<file path="src/core/drfsr_cfg.svh">
/*
 Timing counts and limits for the refresh / self-refresh link.
 Assumes a 250 MHz controller clock; counts are in clock cycles.
*/
`ifndef DRFSR_CFG_SVH
`define DRFSR_CFG_SVH
`define DRFSR_CLK_PERIOD_PS          4000
`define DRFSR_REFI_NS                7800
`define DRFSR_REFI_CYC               ((`DRFSR_REFI_NS * 1000) / `DRFSR_CLK_PERIOD_PS)
`define DRFSR_RFC_NS                 160
`define DRFSR_RFC_CYC                ((`DRFSR_RFC_NS * 1000 + `DRFSR_CLK_PERIOD_PS - 1) / `DRFSR_CLK_PERIOD_PS)
`define DRFSR_RP_NS                  15
`define DRFSR_RP_CYC                 ((`DRFSR_RP_NS * 1000 + `DRFSR_CLK_PERIOD_PS - 1) / `DRFSR_CLK_PERIOD_PS)
`define DRFSR_CKE_MIN_NS             5
`define DRFSR_CKE_MIN_CYC            ((`DRFSR_CKE_MIN_NS * 1000 + `DRFSR_CLK_PERIOD_PS - 1) / `DRFSR_CLK_PERIOD_PS)
`define DRFSR_CKSRE_NS               10
`define DRFSR_CKSRE_CYC              ((`DRFSR_CKSRE_NS * 1000 + `DRFSR_CLK_PERIOD_PS - 1) / `DRFSR_CLK_PERIOD_PS)
`define DRFSR_CKSRX_NS               10
`define DRFSR_CKSRX_CYC              ((`DRFSR_CKSRX_NS * 1000 + `DRFSR_CLK_PERIOD_PS - 1) / `DRFSR_CLK_PERIOD_PS)
`define DRFSR_XS_NS                  170
`define DRFSR_XS_CYC                 ((`DRFSR_XS_NS * 1000 + `DRFSR_CLK_PERIOD_PS - 1) / `DRFSR_CLK_PERIOD_PS)
`define DRFSR_XSDLL_NCK              512
`define DRFSR_WR_AFTER_SRX_NCK       512
`define DRFSR_ODT_LAT_NCK            6
`define DRFSR_MAX_DEBT               8
`define DRFSR_ROW_W                  16
`define DRFSR_CNT_W                  16
`endif

</file>
<file path="src/core/drfsr_pkg.sv">
/*
 Types shared by the memory-device end and the controller end.
 Assumes drfsr_cfg.svh holds all numeric constants.
*/
package drfsr_pkg;
	typedef enum logic [5:0] {
		DEV_IDLE  = 6'h01,
		DEV_REF   = 6'h02,
		DEV_SELF  = 6'h04,
		DEV_SRX   = 6'h08,
		DEV_LOCK  = 6'h10,
		DEV_RSV   = 6'h20
	} drfsr_dev_e;

	typedef enum logic [6:0] {
		CTL_IDLE  = 7'h01,
		CTL_ODT   = 7'h02,
		CTL_REF   = 7'h04,
		CTL_SELF  = 7'h08,
		CTL_RSTRT = 7'h10,
		CTL_XS    = 7'h20,
		CTL_XSDLL = 7'h40
	} drfsr_ctl_e;
endpackage

</file>
<file path="src/core/drfsr_if.sv">
/*
 Command-bus link between controller and memory device.
 Assumes one shared clock; the controller gates it with ck_run.
*/
`timescale 1ns/1ns
interface drfsr_if;
	logic        cs_n;      // Chip select
	logic        ras_n;     // Row strobe
	logic        cas_n;     // Column strobe
	logic        we_n;      // Write enable
	logic        cke;       // Clock enable
	logic        odt;       // Termination control
	logic        ck_run;    // Controller lets the clock run
	logic [15:0] addr;      // Address bus
	logic        reset_n;   // Device reset

	modport ctl (output cs_n, ras_n, cas_n, we_n, cke, odt, ck_run, addr, reset_n);
	modport dev (input  cs_n, ras_n, cas_n, we_n, cke, odt, ck_run, addr, reset_n);
endinterface

</file>
<file path="src/core/drfsr_ctl.sv">
/*
 Controller end: issues refreshes at the average interval with bounded
 debt, and sequences self-refresh entry and exit with all waits.
 Assumes one shared clock with the device and a user that reports bank state.
*/
// Notes on behaviour
// - Refresh: cs ras cas low, we high
// - Refresh only after all banks precharged
// - Device refresh rows come from counter
// - Refresh ends with all banks idle
// - Only nop until refresh cycle time
// - At most eight refreshes postponed
// - Refresh gap never over nine intervals (code still waits on banks_idle, so the gap is unbounded)
// - At most eight pulled-in refreshes count
// - At most sixteen refreshes per two intervals
// - Postponed total across self-refresh stays eight
// - Entry: refresh pattern with cke low
// - Idle, precharged, termination off before entry
// - Hold cke low while in self-refresh
// - Device DLL off on entry, reset on exit
// - Device ignores all but cke, reset
// - No write until 512 clocks after exit
// - Device refreshes once within min pulse
// - Stay in self-refresh min pulse period
// - Stop clock late, restart before exit
// - Exit with nop; wait exit delays
// - Nop, cke high, termination off meanwhile
// - Extra refresh before re-entering self-refresh
`timescale 1ns/1ns
`include "drfsr_cfg.svh"
module drfsr_ctl
	import drfsr_pkg::*;
#(
	parameter int REFI_CYC  = `DRFSR_REFI_CYC,
	parameter int RFC_CYC   = `DRFSR_RFC_CYC,
	parameter int RP_CYC    = `DRFSR_RP_CYC,
	parameter int CKE_CYC   = `DRFSR_CKE_MIN_CYC,
	parameter int CKSRE_CYC = `DRFSR_CKSRE_CYC,
	parameter int CKSRX_CYC = `DRFSR_CKSRX_CYC,
	parameter int XS_CYC    = `DRFSR_XS_CYC,
	parameter int XSDLL_CYC = `DRFSR_XSDLL_NCK,
	parameter int ODT_CYC   = `DRFSR_ODT_LAT_NCK + 1
)(
	input  wire logic         clk_sys,      // Controller clock
	input  wire logic         rst,          // Async reset, high
	drfsr_if.ctl              link,         // Command bus
	input  wire logic         banks_idle,   // User: all banks precharged
	input  wire logic         ref_early,    // User: pull in a refresh
	input  wire logic         sr_req,       // User: stay in self-refresh
	output logic              busy,         // Link not free for user commands
	output logic              dll_ready,    // Locked-DLL commands allowed
	output logic              wr_ok,        // Write allowed after exit
	output logic signed [4:0] debt          // Outstanding refreshes
);
	if (REFI_CYC < 2 || RFC_CYC < 1 || XSDLL_CYC < XS_CYC || XS_CYC < 1 || REFI_CYC > 65535)
	begin : g_bad_param
		$error("drfsr_ctl: bad parameter");
	end

	localparam logic signed [4:0] MAXD = 5'(`DRFSR_MAX_DEBT);
	localparam logic [15:0]       WRC  = 16'(`DRFSR_WR_AFTER_SRX_NCK);

	typedef struct packed {
		drfsr_ctl_e        st;
		logic [15:0]       cnt;
		logic [15:0]       ivl;
		logic [15:0]       prc;
		logic [15:0]       wrc;
		logic [15:0]       gap;
		logic signed [4:0] debt;
		logic              need_x;
		logic              cmd;
		logic              cke;
		logic              odt;
		logic              ck;
	} drfsr_cst_s;

	drfsr_cst_s s_q;
	drfsr_cst_s s_d;
	logic       tick;
	logic       want_ref;
	logic       can_ref;

	assign tick     = (s_q.ivl == 16'h0000);
	assign can_ref  = banks_idle && s_q.prc == 16'h0000;
	// Refresh when owed, or pulled in while credit stays above minus eight
	assign want_ref = (s_q.debt > 5'sd0) || (ref_early && s_q.debt > -MAXD);

	always_comb
	begin
		s_d     = s_q;
		s_d.cmd = 1'b0;
		s_d.ivl = tick ? 16'(REFI_CYC - 1) : s_q.ivl - 16'h0001;
		s_d.prc = banks_idle ? ((s_q.prc != 16'h0000) ? s_q.prc - 16'h0001 : 16'h0000) : 16'(RP_CYC);
		s_d.wrc = (s_q.wrc != 16'h0000) ? s_q.wrc - 16'h0001 : 16'h0000;
		s_d.gap = (s_q.gap != 16'h0000) ? s_q.gap - 16'h0001 : 16'h0000;
		// Interval elapsed outside CTL_SELF adds debt, capped at eight
		if (tick && s_q.debt < MAXD && s_q.st != CTL_SELF)
			s_d.debt = s_q.debt + 5'sd1;
		if (s_q.cnt != 16'h0000)
			s_d.cnt = s_q.cnt - 16'h0001;
		case (s_q.st)
			CTL_IDLE:
			begin
				// Debt reaching eight waits like any refresh on can_ref, gap and sr_req: no nine-interval bound
				// Spacing over an eighth interval keeps any two intervals to sixteen
				if (can_ref && s_q.gap == 16'h0000 && !(sr_req && !s_q.need_x) &&
					(want_ref || s_q.debt >= MAXD || (sr_req && s_q.need_x)))
				begin
					s_d.cmd    = 1'b1;
					s_d.st     = CTL_REF;
					s_d.gap    = 16'(REFI_CYC / 8);
					s_d.cnt    = 16'(RFC_CYC - 1);
					s_d.need_x = 1'b0;
					s_d.debt   = s_d.debt - 5'sd1;
				end
				else if (sr_req && can_ref && !s_q.need_x)
				begin
					s_d.odt = 1'b0;
					s_d.st  = CTL_ODT;
					s_d.cnt = 16'(ODT_CYC);
				end
			end
			CTL_REF:
				if (s_q.cnt == 16'h0000)
					s_d.st = CTL_IDLE;
			CTL_ODT:
				if (s_q.cnt == 16'h0000)
				begin
					s_d.cmd = 1'b1;
					s_d.cke = 1'b0;
					s_d.st  = CTL_SELF;
					s_d.cnt = 16'(CKE_CYC > CKSRE_CYC ? CKE_CYC : CKSRE_CYC);
				end
			CTL_SELF:
			begin
				s_d.cke = 1'b0;
				if (s_q.cnt == 16'h0000)
					s_d.ck = 1'b0;
				if (s_q.cnt == 16'h0000 && !sr_req)
				begin
					s_d.ck  = 1'b1;
					s_d.st  = CTL_RSTRT;
					s_d.cnt = 16'(CKSRX_CYC);
				end
			end
			CTL_RSTRT:
				if (s_q.cnt == 16'h0000)
				begin
					s_d.cke    = 1'b1;
					s_d.st     = CTL_XS;
					s_d.cnt    = 16'(XS_CYC);
					s_d.need_x = 1'b1;
					s_d.wrc    = WRC;
				end
			CTL_XS:
				if (s_q.cnt == 16'h0000)
				begin
					s_d.st  = CTL_XSDLL;
					s_d.cnt = 16'(XSDLL_CYC - XS_CYC);
				end
			CTL_XSDLL:
				if (s_q.cnt == 16'h0000)
				begin
					s_d.odt = 1'b1;
					s_d.st  = CTL_IDLE;
				end
			default:
				s_d.st = CTL_IDLE;
		endcase
		// Pulled-in floor and intervals lost in self-refresh keep within limits
		if (s_d.debt < -MAXD)
			s_d.debt = -MAXD;
	end

	always_ff @(posedge clk_sys or posedge rst)
	begin
		if (rst)
		begin
			s_q.st     <= CTL_IDLE;
			s_q.cnt    <= 16'h0000;
			s_q.ivl    <= 16'h0000;
			s_q.prc    <= 16'h0000;
			s_q.wrc    <= 16'h0000;
			s_q.gap    <= 16'h0000;
			s_q.debt   <= 5'sh00;
			s_q.need_x <= 1'b0;
			s_q.cmd    <= 1'b0;
			s_q.cke    <= 1'b1;
			s_q.odt    <= 1'b1;
			s_q.ck     <= 1'b1;
		end
		else
			s_q <= s_d;
	end

	assign link.cs_n    = ~s_q.cmd;
	assign link.ras_n   = ~s_q.cmd;
	assign link.cas_n   = ~s_q.cmd;
	assign link.we_n    = 1'b1;
	assign link.cke     = s_q.cke;
	assign link.odt     = s_q.odt;
	assign link.ck_run  = s_q.ck;
	assign link.addr    = 16'h0000;
	assign link.reset_n = 1'b1;
	assign busy         = (s_q.st != CTL_IDLE);
	assign dll_ready    = (s_q.st == CTL_IDLE);
	assign wr_ok        = (s_q.st == CTL_IDLE) && s_q.wrc == 16'h0000;
	assign debt         = s_q.debt;
endmodule

</file>
<file path="src/flat_wrapper.sv">
// flat-port wrapper written by rule: the top's interface ports become plain ports
module drfsr_ctl_flat import drfsr_pkg::*;
#(
	parameter int REFI_CYC  = `DRFSR_REFI_CYC,
	parameter int RFC_CYC   = `DRFSR_RFC_CYC,
	parameter int RP_CYC    = `DRFSR_RP_CYC,
	parameter int CKE_CYC   = `DRFSR_CKE_MIN_CYC,
	parameter int CKSRE_CYC = `DRFSR_CKSRE_CYC,
	parameter int CKSRX_CYC = `DRFSR_CKSRX_CYC,
	parameter int XS_CYC    = `DRFSR_XS_CYC,
	parameter int XSDLL_CYC = `DRFSR_XSDLL_NCK,
	parameter int ODT_CYC   = `DRFSR_ODT_LAT_NCK + 1
)
  (clk_sys, rst, banks_idle, ref_early, sr_req, busy, dll_ready, wr_ok, debt, link_cs_n, link_ras_n, link_cas_n, link_we_n, link_cke, link_odt, link_ck_run, link_addr, link_reset_n);
  drfsr_if link_i ();
  input  wire logic clk_sys;
  input  wire logic rst;
  input  wire logic banks_idle;
  input  wire logic ref_early;
  input  wire logic sr_req;
  output logic busy;
  output logic dll_ready;
  output logic wr_ok;
  output logic signed [4:0] debt;
  output wire logic [$bits(link_i.cs_n)-1:0] link_cs_n;
  output wire logic [$bits(link_i.ras_n)-1:0] link_ras_n;
  output wire logic [$bits(link_i.cas_n)-1:0] link_cas_n;
  output wire logic [$bits(link_i.we_n)-1:0] link_we_n;
  output wire logic [$bits(link_i.cke)-1:0] link_cke;
  output wire logic [$bits(link_i.odt)-1:0] link_odt;
  output wire logic [$bits(link_i.ck_run)-1:0] link_ck_run;
  output wire logic [$bits(link_i.addr)-1:0] link_addr;
  output wire logic [$bits(link_i.reset_n)-1:0] link_reset_n;
  assign link_cs_n = link_i.cs_n;
  assign link_ras_n = link_i.ras_n;
  assign link_cas_n = link_i.cas_n;
  assign link_we_n = link_i.we_n;
  assign link_cke = link_i.cke;
  assign link_odt = link_i.odt;
  assign link_ck_run = link_i.ck_run;
  assign link_addr = link_i.addr;
  assign link_reset_n = link_i.reset_n;
  drfsr_ctl #(.REFI_CYC(REFI_CYC), .RFC_CYC(RFC_CYC), .RP_CYC(RP_CYC), .CKE_CYC(CKE_CYC), .CKSRE_CYC(CKSRE_CYC), .CKSRX_CYC(CKSRX_CYC), .XS_CYC(XS_CYC), .XSDLL_CYC(XSDLL_CYC), .ODT_CYC(ODT_CYC)) u_core (.clk_sys(clk_sys), .rst(rst), .link(link_i), .banks_idle(banks_idle), .ref_early(ref_early), .sr_req(sr_req), .busy(busy), .dll_ready(dll_ready), .wr_ok(wr_ok), .debt(debt));
endmodule
</file>
<file path="config.mk">
export PLATFORM = sky130hd
export DESIGN_NAME = drfsr_ctl_flat
export DESIGN_NICKNAME = d
export VERILOG_FILES = /design/src/core/drfsr_pkg.sv /design/src/core/drfsr_if.sv /design/src/core/drfsr_ctl.sv /design/src/flat_wrapper.sv
export VERILOG_INCLUDE_DIRS = /design/src /design/src/core
export SDC_FILE = /design/constraint.sdc
export NUM_CORES = 1
export LEC_CHECK = 0
export BUFFER_PORTS_ARGS = -buffer_cell sky130_fd_sc_hd__clkbuf_2
export CAP_MARGIN = 10
export CELL_PAD_IN_SITES_DETAIL_PLACEMENT = 1
export CELL_PAD_IN_SITES_GLOBAL_PLACEMENT = 1
export CORE_MARGIN = 10
export CORE_UTILIZATION = 50
export CTS_CLUSTER_SIZE = 30
export DETAILED_ROUTE_END_ITERATION = 12
export PLACE_DENSITY_LB_ADDON = 0.1
export SLEW_MARGIN = 20
export SYNTH_ARGS = -nofsm -noshare
export SYNTH_HDL_FRONTEND = slang
export SYNTH_SLANG_ARGS = --single-unit
export TNS_END_PERCENT = 50
</file>
<file path="constraint.sdc">
create_clock -name clk_sys -period 8.86 [get_ports clk_sys]
set_input_delay 0 -clock clk_sys [delete_from_list [all_inputs] [get_ports clk_sys]]
set_output_delay 0 -clock clk_sys [all_outputs]
set_load 0.02 [all_outputs]
</file>
==> run_results.csv, run 1 <==
group,metric,value,unit
power,vdd_drop_max,0.1147,mV
floorplanning,die_h,125.0,um
final_layout,n_antenna_cell,0,
placement,dp_hpwl,9621,um
timing,setup_ws,4740,ps
logic_synthesis,synthCells,605,
final_layout,area_growth,5.200,%
routing,wirelength,13110,um
global_routing,grt_first_pass_wirelength,22760,um
floorplanning,die_w,125.0,um
final_layout,mostFrequentLayoutCells,"nor2_1 (95), dfrtp_1 (93), nand2_1 (47)",
timing,fin_crit,4120,ps
worst_setup_path,regToRegSetupSlack,4740,ps
worst_setup_path,critPathBufInv,1,
clocking,cts_setup_buffers,0,
logic_synthesis,ys_ff_latch,97,
timing,fmax,242.7,MHz
logic_synthesis,ys.flop_type,"dfrtp_1",
timing,setup_tns,0,ps
logic_synthesis,synth_edf_count,0,
clocking,cts_root_buf,"clkbuf_8",
floorplanning,fp-row-count,38,
final_layout,nets,626,
clocking,clk-insertion-delay-late,370,ps
run_status,status,"finished clean",
final_layout,layout-drive-gt1-share,0.08972,
final_layout,seq_area,0.002432,mm^2
worst_setup_path,critPathSlowestCell,"nor4_1",
job,drv_cap,0,
routing,drc_errors,0,
global_routing,track_usage,0.1715,
logic_synthesis,yosysSeqAreaShare,0.4414,
worst_setup_path,path_cells,"inv_1 > ha_1 > nor3b_1 > and3_1 > nand2_1 > nor2_1 > mux2i_1 > ha_1 > nor4b_1 > nand4_1 > nor4_1 > nor2_1 > nor3_1 > and3b_1 > nor2_1",
floorplanning,io_pins,37,
worst_setup_path,arrival,4380,ps
timing,finalCritPeriodShare,0.4650,
global_routing,grt_pass1_vias,4531,
logic_synthesis,avgSynthCellArea,9.108,um^2
placement,gp_congestion,0.8103,
worst_setup_path,crit_fanout,9,
power,pwr_density_cell,168.4,mW/mm^2
power,p_leak,2.570,nW
logic_synthesis,synth.distinct_cells,56,
final_layout,multi_input_area,0.002794,mm^2
routing,dr_total_vias,4270,
clocking,postCtsHoldBufs,3,
global_routing,antenna_found_initial,0,
placement,port_buffers,18,
clocking,cts_resized,0,
timing,drv_slew,0,
floorplanning,die_area,0.01562,mm^2
routing,drtPass1Iterations,4,
clocking,cts_sinks,97,
worst_setup_path,r2r_end,"u_core.debt[0]",
placement,dp_slack,4836,ps
final_layout,layout.filler_cells,1274,
clocking,cts_tree,"done",
timing,worst_pin_slew,914.0,ps
routing,wl_per_cell,17.41,um
routing,ant_nets,0,
timing,relSlewSlack,0.3850,
clocking,clock_path_buffers,2,
timing,hold_violations,0,
worst_setup_path,required,9120,ps
global_routing,grt_max_degree,70,
worst_setup_path,path_common_cell,"nor2_1",
worst_setup_path,crit_family,"simple AND/OR/NAND/NOR gates",
hold_path,min_path_type,"input port to async pin",
worst_setup_path,cp-start-kind,"flip-flop",
worst_setup_path,critPathKind,"flip-flop to flip-flop",
worst_setup_path,cp-end-kind,"flip-flop",
global_routing,grt_overflow,0,
routing,viasPerCell,5.671,
timing,setup_viol,0,
logic_synthesis,yosysWarnings,0,
timing,clock_skew,7.056,ps
floorplanning,start_util,0.5105,
power,p_total,0.0009764,W
worst_setup_path,cpPeakStageDelay,720,ps
timing,rsz0062_at_grt,"false",
clocking,htree_levels,3,
worst_setup_path,worstRegToRegCells,15,
logic_synthesis,syn-cell-area,0.005510,mm^2
routing,drt_iter0_drc,266,
floorplanning,core_area,0.01079,mm^2
clocking,cts_buffers,9,
clocking,clk_pin_slew,90,ps
logic_synthesis,async_flop_share,1.000,
worst_setup_path,r2r_start,"u_core.s_q[58]",
final_layout,final_common_cell,"nor2_1",
-- registers in the layout (all words and copies together) (netlist names) --
register            count
u_core.debt             5
u_core.link.ck_run      1
u_core.link.cke         1
u_core.link.odt         1
u_core.s_q             89
-- worst max path at each step --
stage,start,cells past startpoint,to,slack (ps)
2_1_floorplan,u_core.s_q[58],15,u_core.debt[2],5540
3_3_place_gp,u_core.s_q[58],15,u_core.debt[2],5140
3_5_place_dp,u_core.s_q[58],15,u_core.debt[2],4840
4_1_cts,u_core.s_q[58],15,u_core.debt[0],4810
5_1_grt,u_core.s_q[58],15,u_core.debt[0],4290
6_report,u_core.s_q[58],15,u_core.debt[0],4740
-- stage by stage --
stage / instances / area [um^2] / utilization / hold WS (ps)
after floorplan: 621 / 5570 / - / 66.17
after global routing: 753 / 5797 / 0.5371 / 174.8
final: 753 / 5797 / 0.5371 / 161.6
after detailed placement: 735 / 5573 / 0.5163 / 8.452
after CTS: 753 / 5797 / 0.5371 / 145.3
after global placement: 735 / 5573 / 0.5163 / -7.605
-- cell usage after synthesis, types with 6 or more instances --
library cell | n | area share
ha_1 | 12 | 0.027
nor3_1 | 22 | 0.020
nor3b_1 | 6 | 0.0082
o21ai_0 | 28 | 0.025
nand3_1 | 23 | 0.021
clkbuf_1 | 12 | 0.0082
or3_1 | 13 | 0.015
nor4_1 | 12 | 0.014
nand2b_1 | 11 | 0.012
nand4_1 | 7 | 0.0079
nor2_1 | 95 | 0.065
buf_2 | 8 | 0.0073
a21oi_1 | 21 | 0.019
xnor2_1 | 33 | 0.052
and3_1 | 7 | 0.0079
dfrtp_1 | 93 | 0.42
inv_1 | 19 | 0.013
buf_4 | 25 | 0.034
nand2_1 | 47 | 0.032
xor2_1 | 29 | 0.046
or4_1 | 6 | 0.0082
nor2b_1 | 7 | 0.0079
-- metal layers --
metal,track usage,vias to the layer above,share of wire
met4,0.05623,0,0.014
met3,0.02619,15,0.019
li1,-,2040,-
met5,0,-,0
met1,0.2244,2167,0.46
met2,0.2842,48,0.50
-- kinds of logic after synthesis --
logic type      count (synthesis)  synth area share
simple gates                  283            0.2673
buf+inv                        64           0.06244
compound gates                 81           0.09401
other cells                     2          0.001363
flops                          97            0.4414
fa+ha+maj                      12           0.02725
mux                             4          0.007720
xor+xnor                       62           0.09855
-- power by group --
part           internal [W]  switching, W  leakage [nW]  total [W]
Clock              0.000136      0.000161        0.0981   0.000297
Combinational     0.0000660      0.000108          1.27   0.000174
Sequential         0.000473     0.0000324          1.20   0.000506
-- area by class of cell --
| cell class | instances | area share |
|---|---|---|
| flip-flops and latches | 97 | 0.4196 |
| repair buffers | 22 | 0.02202 |
| clock inverters | 5 | 0.009713 |
| inverters | 19 | 0.01273 |
| clock buffers | 10 | 0.02374 |
| multi-input cells | 460 | 0.4820 |
| well taps | 140 | 0.03022 |
-- worst register-to-register path, stage by stage (launching register included) --
cell	delay (ps)
dfrtp_1	410
inv_1	100
ha_1	190
nor3b_1	320
and3_1	270
nand2_1	230
nor2_1	290
mux2i_1	270
ha_1	160
nor4b_1	260
nand4_1	130
nor4_1	720
nor2_1	90
nor3_1	270
and3b_1	240
nor2_1	60
Note: power is estimated with default switching activity, not from simulation.
==> run 2, diff against run 1 <==
--- a/config.mk
+++ b/config.mk
@@ -11,7 +11,7 @@
 export CELL_PAD_IN_SITES_DETAIL_PLACEMENT = 1
 export CELL_PAD_IN_SITES_GLOBAL_PLACEMENT = 1
 export CORE_MARGIN = 10
-export CORE_UTILIZATION = 50
+export CORE_UTILIZATION = 47
 export CTS_CLUSTER_SIZE = 30
 export DETAILED_ROUTE_END_ITERATION = 12
 export PLACE_DENSITY_LB_ADDON = 0.1
==> constraint.sdc (replaced) <==
create_clock -name clk_sys -period 4.03 [get_ports clk_sys]
set_input_delay 0 -clock clk_sys [delete_from_list [all_inputs] [get_ports clk_sys]]
set_output_delay 0 -clock clk_sys [all_outputs]
set_load 0.02 [all_outputs]
==> run 2 against run 1 <==
Die area grew 5.3%; non-clock buffer count grew 1; cell area grew 2.4%; sequential power grew 120%; critical path type unchanged; largest cell class unchanged; largest power group unchanged.
==> run_results.csv, run 2 (synthesized netlist as in run 1, its figures left out) <==
group,metric,value,unit
final_layout,layout-drive-gt1-share,0.09268,
worst_setup_path,cp-end-kind,"flip-flop",
final_layout,final_common_cell,"nor2_1",
power,pwr_density_cell,405.7,mW/mm^2
worst_setup_path,crit_fanout,9,
routing,drtPass1Iterations,4,
floorplanning,die_h,128.3,um
timing,rsz0062_at_grt,"false",
clocking,cts_tree,"done",
placement,port_buffers,18,
clocking,htree_levels,3,
final_layout,seq_area,0.002432,mm^2
power,vdd_drop_max,0.2005,mV
job,drv_cap,0,
timing,setup_viol,0,
worst_setup_path,critPathKind,"flip-flop to flip-flop",
final_layout,area_growth,7.675,%
routing,drc_errors,0,
power,p_total,0.002407,W
timing,setup_tns,0,ps
clocking,cts_root_buf,"clkbuf_16",
floorplanning,io_pins,37,
final_layout,nets,627,
global_routing,antenna_found_initial,1,
timing,fmax,280.9,MHz
floorplanning,fp-row-count,39,
run_status,status,"finished clean",
timing,finalCritPeriodShare,0.8834,
final_layout,layout.filler_cells,1349,
timing,worst_pin_slew,803.5,ps
placement,dp_slack,361.1,ps
placement,dp_hpwl,9480,um
final_layout,top_regs,"u_core.s_q x89, u_core.debt x5",
timing,clock_skew,5.605,ps
routing,wirelength,13010,um
worst_setup_path,arrival,3790,ps
routing,viasPerCell,5.605,
clocking,clock_path_buffers,2,
routing,drt_iter0_drc,266,
timing,fin_crit,3560,ps
timing,relSlewSlack,0.4594,
timing,drv_slew,0,
routing,dr_total_vias,4254,
routing,wl_per_cell,17.14,um
placement,gp_congestion,0.7618,
timing,hold_violations,0,
timing,setup_ws,470.1,ps
routing,ant_nets,0,
floorplanning,core_area,0.01147,mm^2
global_routing,grt_max_degree,52,
hold_path,min_path_type,"input port to async pin",
global_routing,track_usage,0.1650,
global_routing,grt_overflow,0,
final_layout,largest_reg_flops,89,
final_layout,mostFrequentLayoutCells,"nor2_1 (95), dfrtp_1 (93), nand2_1 (47)",
global_routing,grt_first_pass_wirelength,22080,um
placement,place_inst,739,
clocking,cts_setup_buffers,0,
worst_setup_path,cp-start-kind,"flip-flop",
final_layout,top_register,"u_core.s_q",
global_routing,grt_pass1_vias,4414,
clocking,clk-insertion-delay-late,340,ps
floorplanning,die_w,128.3,um
power,p_leak,2.634,nW
worst_setup_path,required,4260,ps
clocking,cts_sinks,97,
final_layout,multi_input_area,0.002799,mm^2
final_layout,utilization,0.5174,
clocking,cts_buffers,9,
clocking,clk_pin_slew,70,ps
floorplanning,start_util,0.4805,
floorplanning,die_area,0.01645,mm^2
final_layout,layoutNonFillerInstCount,759,
## run 2: report_power, final
group	leakage [nW]	total (W)	internal (W)	switching, W
logic	1.28	0.000382	0.000145	0.000237
clock network	0.152	0.000907	0.000541	0.000366
registers	1.20	0.00112	0.00104	0.0000768
## run 2: path summary, 6_finish.rpt
path / slack (ps) / endpoint / depth (start not counted) / from
max in group asynchronous: 2680 / u_core.s_q[11] / 4 / rst
worst max-delay path: 470 / u_core.debt[0] / 16 / u_core.s_q[58]
worst min-delay path: 300 / u_core.s_q[21] / 3 / rst
worst min register to register: 460 / u_core.s_q[58] / 1 / u_core.s_q[58]
worst max register to register: 470 / u_core.debt[0] / 16 / u_core.s_q[58]
min in group clk_sys: 430 / u_core.s_q[44] / 3 / banks_idle
## run 2: routing by layer
| metal | global-route usage | vias to the layer above | share of wire |
|---|---|---|---|
| li1 | - | 2059 | - |
| met1 | 0.2104 | 2121 | 0.46 |
| met2 | 0.2734 | 58 | 0.50 |
| met3 | 0.02812 | 16 | 0.028 |
| met4 | 0.06159 | 0 | 0.018 |
| met5 | 0 | - | 0 |
## run 2: metrics by stage
step                hold slack [ps]  area, um^2
finish                        295.2        5933
global route                  371.8        5933
detailed placement            140.6        5584
global placement              124.0        5584
floorplan                     66.17        5570
CTS                           315.5        5926
## run 2: critical path, cell delays in order, from the launching register on
cell and delay [ps]:
dfrtp_1 390, inv_1 110, ha_1 170, nor3b_2 230, and3_1 240, nand2_1 200
nor2_1 280, mux2i_1 260, ha_1 170, nor4b_1 220, nand4_1 130, nor4_1 280
buf_4 210, nor2_1 40, nor3_1 230, and3b_1 230, nor2_1 60
## run 2: repair_timing
action	CTS	global route
hold endpoints to repair	49	0
gates resized for setup	0	1
endpoints found under the setup margin	0	4
hold buffers	3	0
## run 2: layout make-up
class,instances,share of cell area
multi-input combinational,460,0.4717
clock inverter,6,0.01392
timing repair buffer,23,0.02278
sequential,97,0.4100
inverter,19,0.01244
tap,143,0.03016
clock buffer,10,0.03859
antenna,1,0.0004218
==> run 3, diff against run 2 <==
--- a/config.mk
+++ b/config.mk
@@ -15,6 +15,7 @@
 export CTS_CLUSTER_SIZE = 30
 export DETAILED_ROUTE_END_ITERATION = 12
 export PLACE_DENSITY_LB_ADDON = 0.1
+export RECOVER_POWER = 25
 export SLEW_MARGIN = 20
 export SYNTH_ARGS = -nofsm -noshare
 export SYNTH_HDL_FRONTEND = slang
==> run 3 against run 2 <==
Routed wire length about the same; worst hold slack better by 140 ps; total power about the same; critical path depth unchanged; largest cell class unchanged; the flow now finishes with violations (capacitance limit, slew limit); cell area about the same; first-iteration DRC count down 0.75%; cell count unchanged; clock power about the same; flip-flop and latch count unchanged; global-route usage unchanged; combinational power about the same; critical endpoint unchanged.
==> run_results.csv, run 3 (synthesized netlist as in run 1, its figures left out) <==
group,metric,value,unit
final_layout,nets,627,
power,clock_power_share,0.377,
placement,dp_hpwl,9480,um
global_routing,grt_first_pass_wirelength,22080,um
global_routing,antenna_found_initial,1,
power,power_frac_comb,0.158,
global_routing,grt_overflow,0,
timing,rsz0062_at_grt,"false",
clocking,cts_root_buf,"clkbuf_16",
floorplanning,die_w,128.3,um
worst_setup_path,cp-start-kind,"flip-flop",
hold_path,min_path_type,"input port to flip-flop",
routing,viasPerCell,5.593,
clocking,clk_pin_slew,70,ps
worst_setup_path,critPathSlowestCell,"dfrtp_1",
job,drv_cap,1,
clocking,htree_levels,3,
run_status,failed_checks,"capacitance limit, slew limit",
timing,hold_violations,0,
worst_setup_path,required,4260,ps
floorplanning,io_pins,37,
global_routing,grt_pass1_vias,4414,
final_layout,multi_input_area,0.002799,mm^2
routing,wirelength,13010,um
power,internal-power,0.001727,W
power,p_seq_frac,0.465,
final_layout,top_register,"u_core.s_q",
final_layout,final_common_cell,"nor2_1",
clocking,cts_tree,"done",
worst_setup_path,cpPeakStageDelay,390,ps
timing,setup_viol,0,
worst_setup_path,arrival,3790,ps
final_layout,layout.filler_cells,1350,
final_layout,mostFrequentLayoutCells,"nor2_1 (95), dfrtp_1 (93), nand2_1 (47)",
floorplanning,start_util,0.4805,
power,swShare,0.2824,
power,p_leak,2.625,nW
power,pwr_density_cell,405.9,mW/mm^2
timing,finalCritPeriodShare,0.8833,
worst_setup_path,critPathBufInv,2,
worst_setup_path,path_common_cell,"nor2_1",
worst_setup_path,worstRegToRegCells,16,
timing,drv_slew,52,
timing,clock_skew,5.673,ps
worst_setup_path,crit_fanout,9,
global_routing,track_usage,0.1650,
worst_setup_path,path_cells,"inv_1 > ha_1 > nor3b_2 > and3_1 > nand2_1 > nor2_1 > mux2i_1 > ha_1 > nor4b_1 > nand4_1 > nor4_1 > buf_4 > nor2_1 > nor3_1 > and3b_1 > nor2_1",
placement,gp_congestion,0.7618,
final_layout,seq_area,0.002432,mm^2
routing,wl_per_cell,17.14,um
clocking,cts_sinks,97,
final_layout,layout-drive-gt1-share,0.08943,
hold_path,hold_end,"u_core.s_q[44]",
final_layout,utilization,0.5171,
timing,worst_pin_slew,2294,ps
floorplanning,fp-row-count,39,
clocking,clock_path_buffers,2,
clocking,cts_buffers,9,
routing,ant_nets,0,
final_layout,largest_reg_flops,89,
power,p_sw,0.0006796,W
worst_setup_path,r2r_end,"u_core.debt[0]",
final_layout,top_regs,"u_core.s_q x89, u_core.debt x5",
power,vdd_drop_max,0.2005,mV
floorplanning,core_area,0.01147,mm^2
timing,relSlewSlack,-0.5376,
floorplanning,die_area,0.01645,mm^2
timing,hold_ws,432.9,ps
worst_setup_path,critPathKind,"flip-flop to flip-flop",
worst_setup_path,r2r_start,"u_core.s_q[58]",
run_status,status,"finished with violations",
worst_setup_path,crit_family,"simple AND/OR/NAND/NOR gates",
routing,drt_iter0_drc,264,
routing,drtPass1Iterations,4,
placement,port_buffers,18,
routing,drc_errors,0,
floorplanning,die_h,128.3,um
global_routing,grt_max_degree,52,
hold_path,whs_path_depth,3,
worst_setup_path,cp-end-kind,"flip-flop",
hold_path,worstHoldStart,"banks_idle",
timing,fmax,280.9,MHz
timing,fin_crit,3560,ps
worst_setup_path,regToRegSetupSlack,470,ps
final_layout,area_growth,7.607,%
clocking,clk-insertion-delay-late,340,ps
timing,setup_tns,0,ps
routing,dr_total_vias,4245,
-- run 3: cell types whose count changed in the layout (fill, tap and decap cells not counted) --
| cell | delta |
|---|---|
| inv_4 | -1 |
| clkbuf_1 | +2 |
| clkbuf_2 | -2 |
| clkinvlp_2 | +1 |
-- run 3: stage by stage --
stage | std cells | instance area [um^2] | total power [W] | setup WS, ps
after floorplan | 621 | 5570 | 0.001432 | 713.0
after global placement | 739 | 5584 | 0.001493 | 525.2
after detailed placement | 739 | 5584 | 0.001513 | 361.1
after CTS | 758 | 5926 | 0.002438 | 335.7
after global routing | 759 | 5929 | 0.002549 | 79.44
final | 759 | 5929 | 0.002407 | 470.1
-- run 3: worst max-delay path by stage --
stage                    from             end  cells after the start
6_report       u_core.s_q[58]  u_core.debt[0]                     16
5_1_grt        u_core.s_q[58]  u_core.debt[0]                     16
4_1_cts        u_core.s_q[58]  u_core.debt[0]                     16
3_5_place_dp   u_core.s_q[58]  u_core.debt[0]                     16
3_3_place_gp   u_core.s_q[58]  u_core.debt[0]                     16
2_1_floorplan  u_core.s_q[58]  u_core.debt[2]                     15
-- run 3: worst reg2reg max path: cells and delay by family (launching register included) --
| family | cells | cell delay (ps) |
|---|---|---|
| buffers and inverters | 2 | 320 |
| AND/OR/NAND/NOR | 11 | 2140 |
| multiplexers | 1 | 260 |
| adder cells (fa/ha/maj) | 2 | 340 |
| flip-flops | 1 | 390 |
-- run 3: layout make-up --
type	count	area share
Tap cell	143	0.03018
Sequential cell	97	0.4102
Multi-Input combinational cell	460	0.4720
Clock buffer	10	0.03862
Clock inverter	6	0.01393
Inverter	19	0.01224
Timing Repair Buffer	23	0.02237
Antenna cell	1	0.0004220
-- run 3: repair_timing --
action | CTS | global route
hold buffers | 3 | 0
setup endpoints to repair | 0 | 4
setup buffers | 0 | 0
hold endpoints to repair | 49 | 0
gates resized for setup | 0 | 1
-- run 3: per-layer routing --
metal,share of wire,global-route usage
met1,0.46,0.2104
met2,0.50,0.2734
met3,0.027,0.02812
met4,0.018,0.06159
met5,0,0
-- run 3: power by group through the flow --
stage | Clock [W] | Combinational, W | Sequential (W)
after floorplan | 0 | 0.000318 | 0.00111
after global placement | 0 | 0.000368 | 0.00112
after detailed placement | 0 | 0.000380 | 0.00113
after CTS | 0.000932 | 0.000389 | 0.00112
after global routing | 0.000973 | 0.000449 | 0.00113
final | 0.000907 | 0.000381 | 0.00112
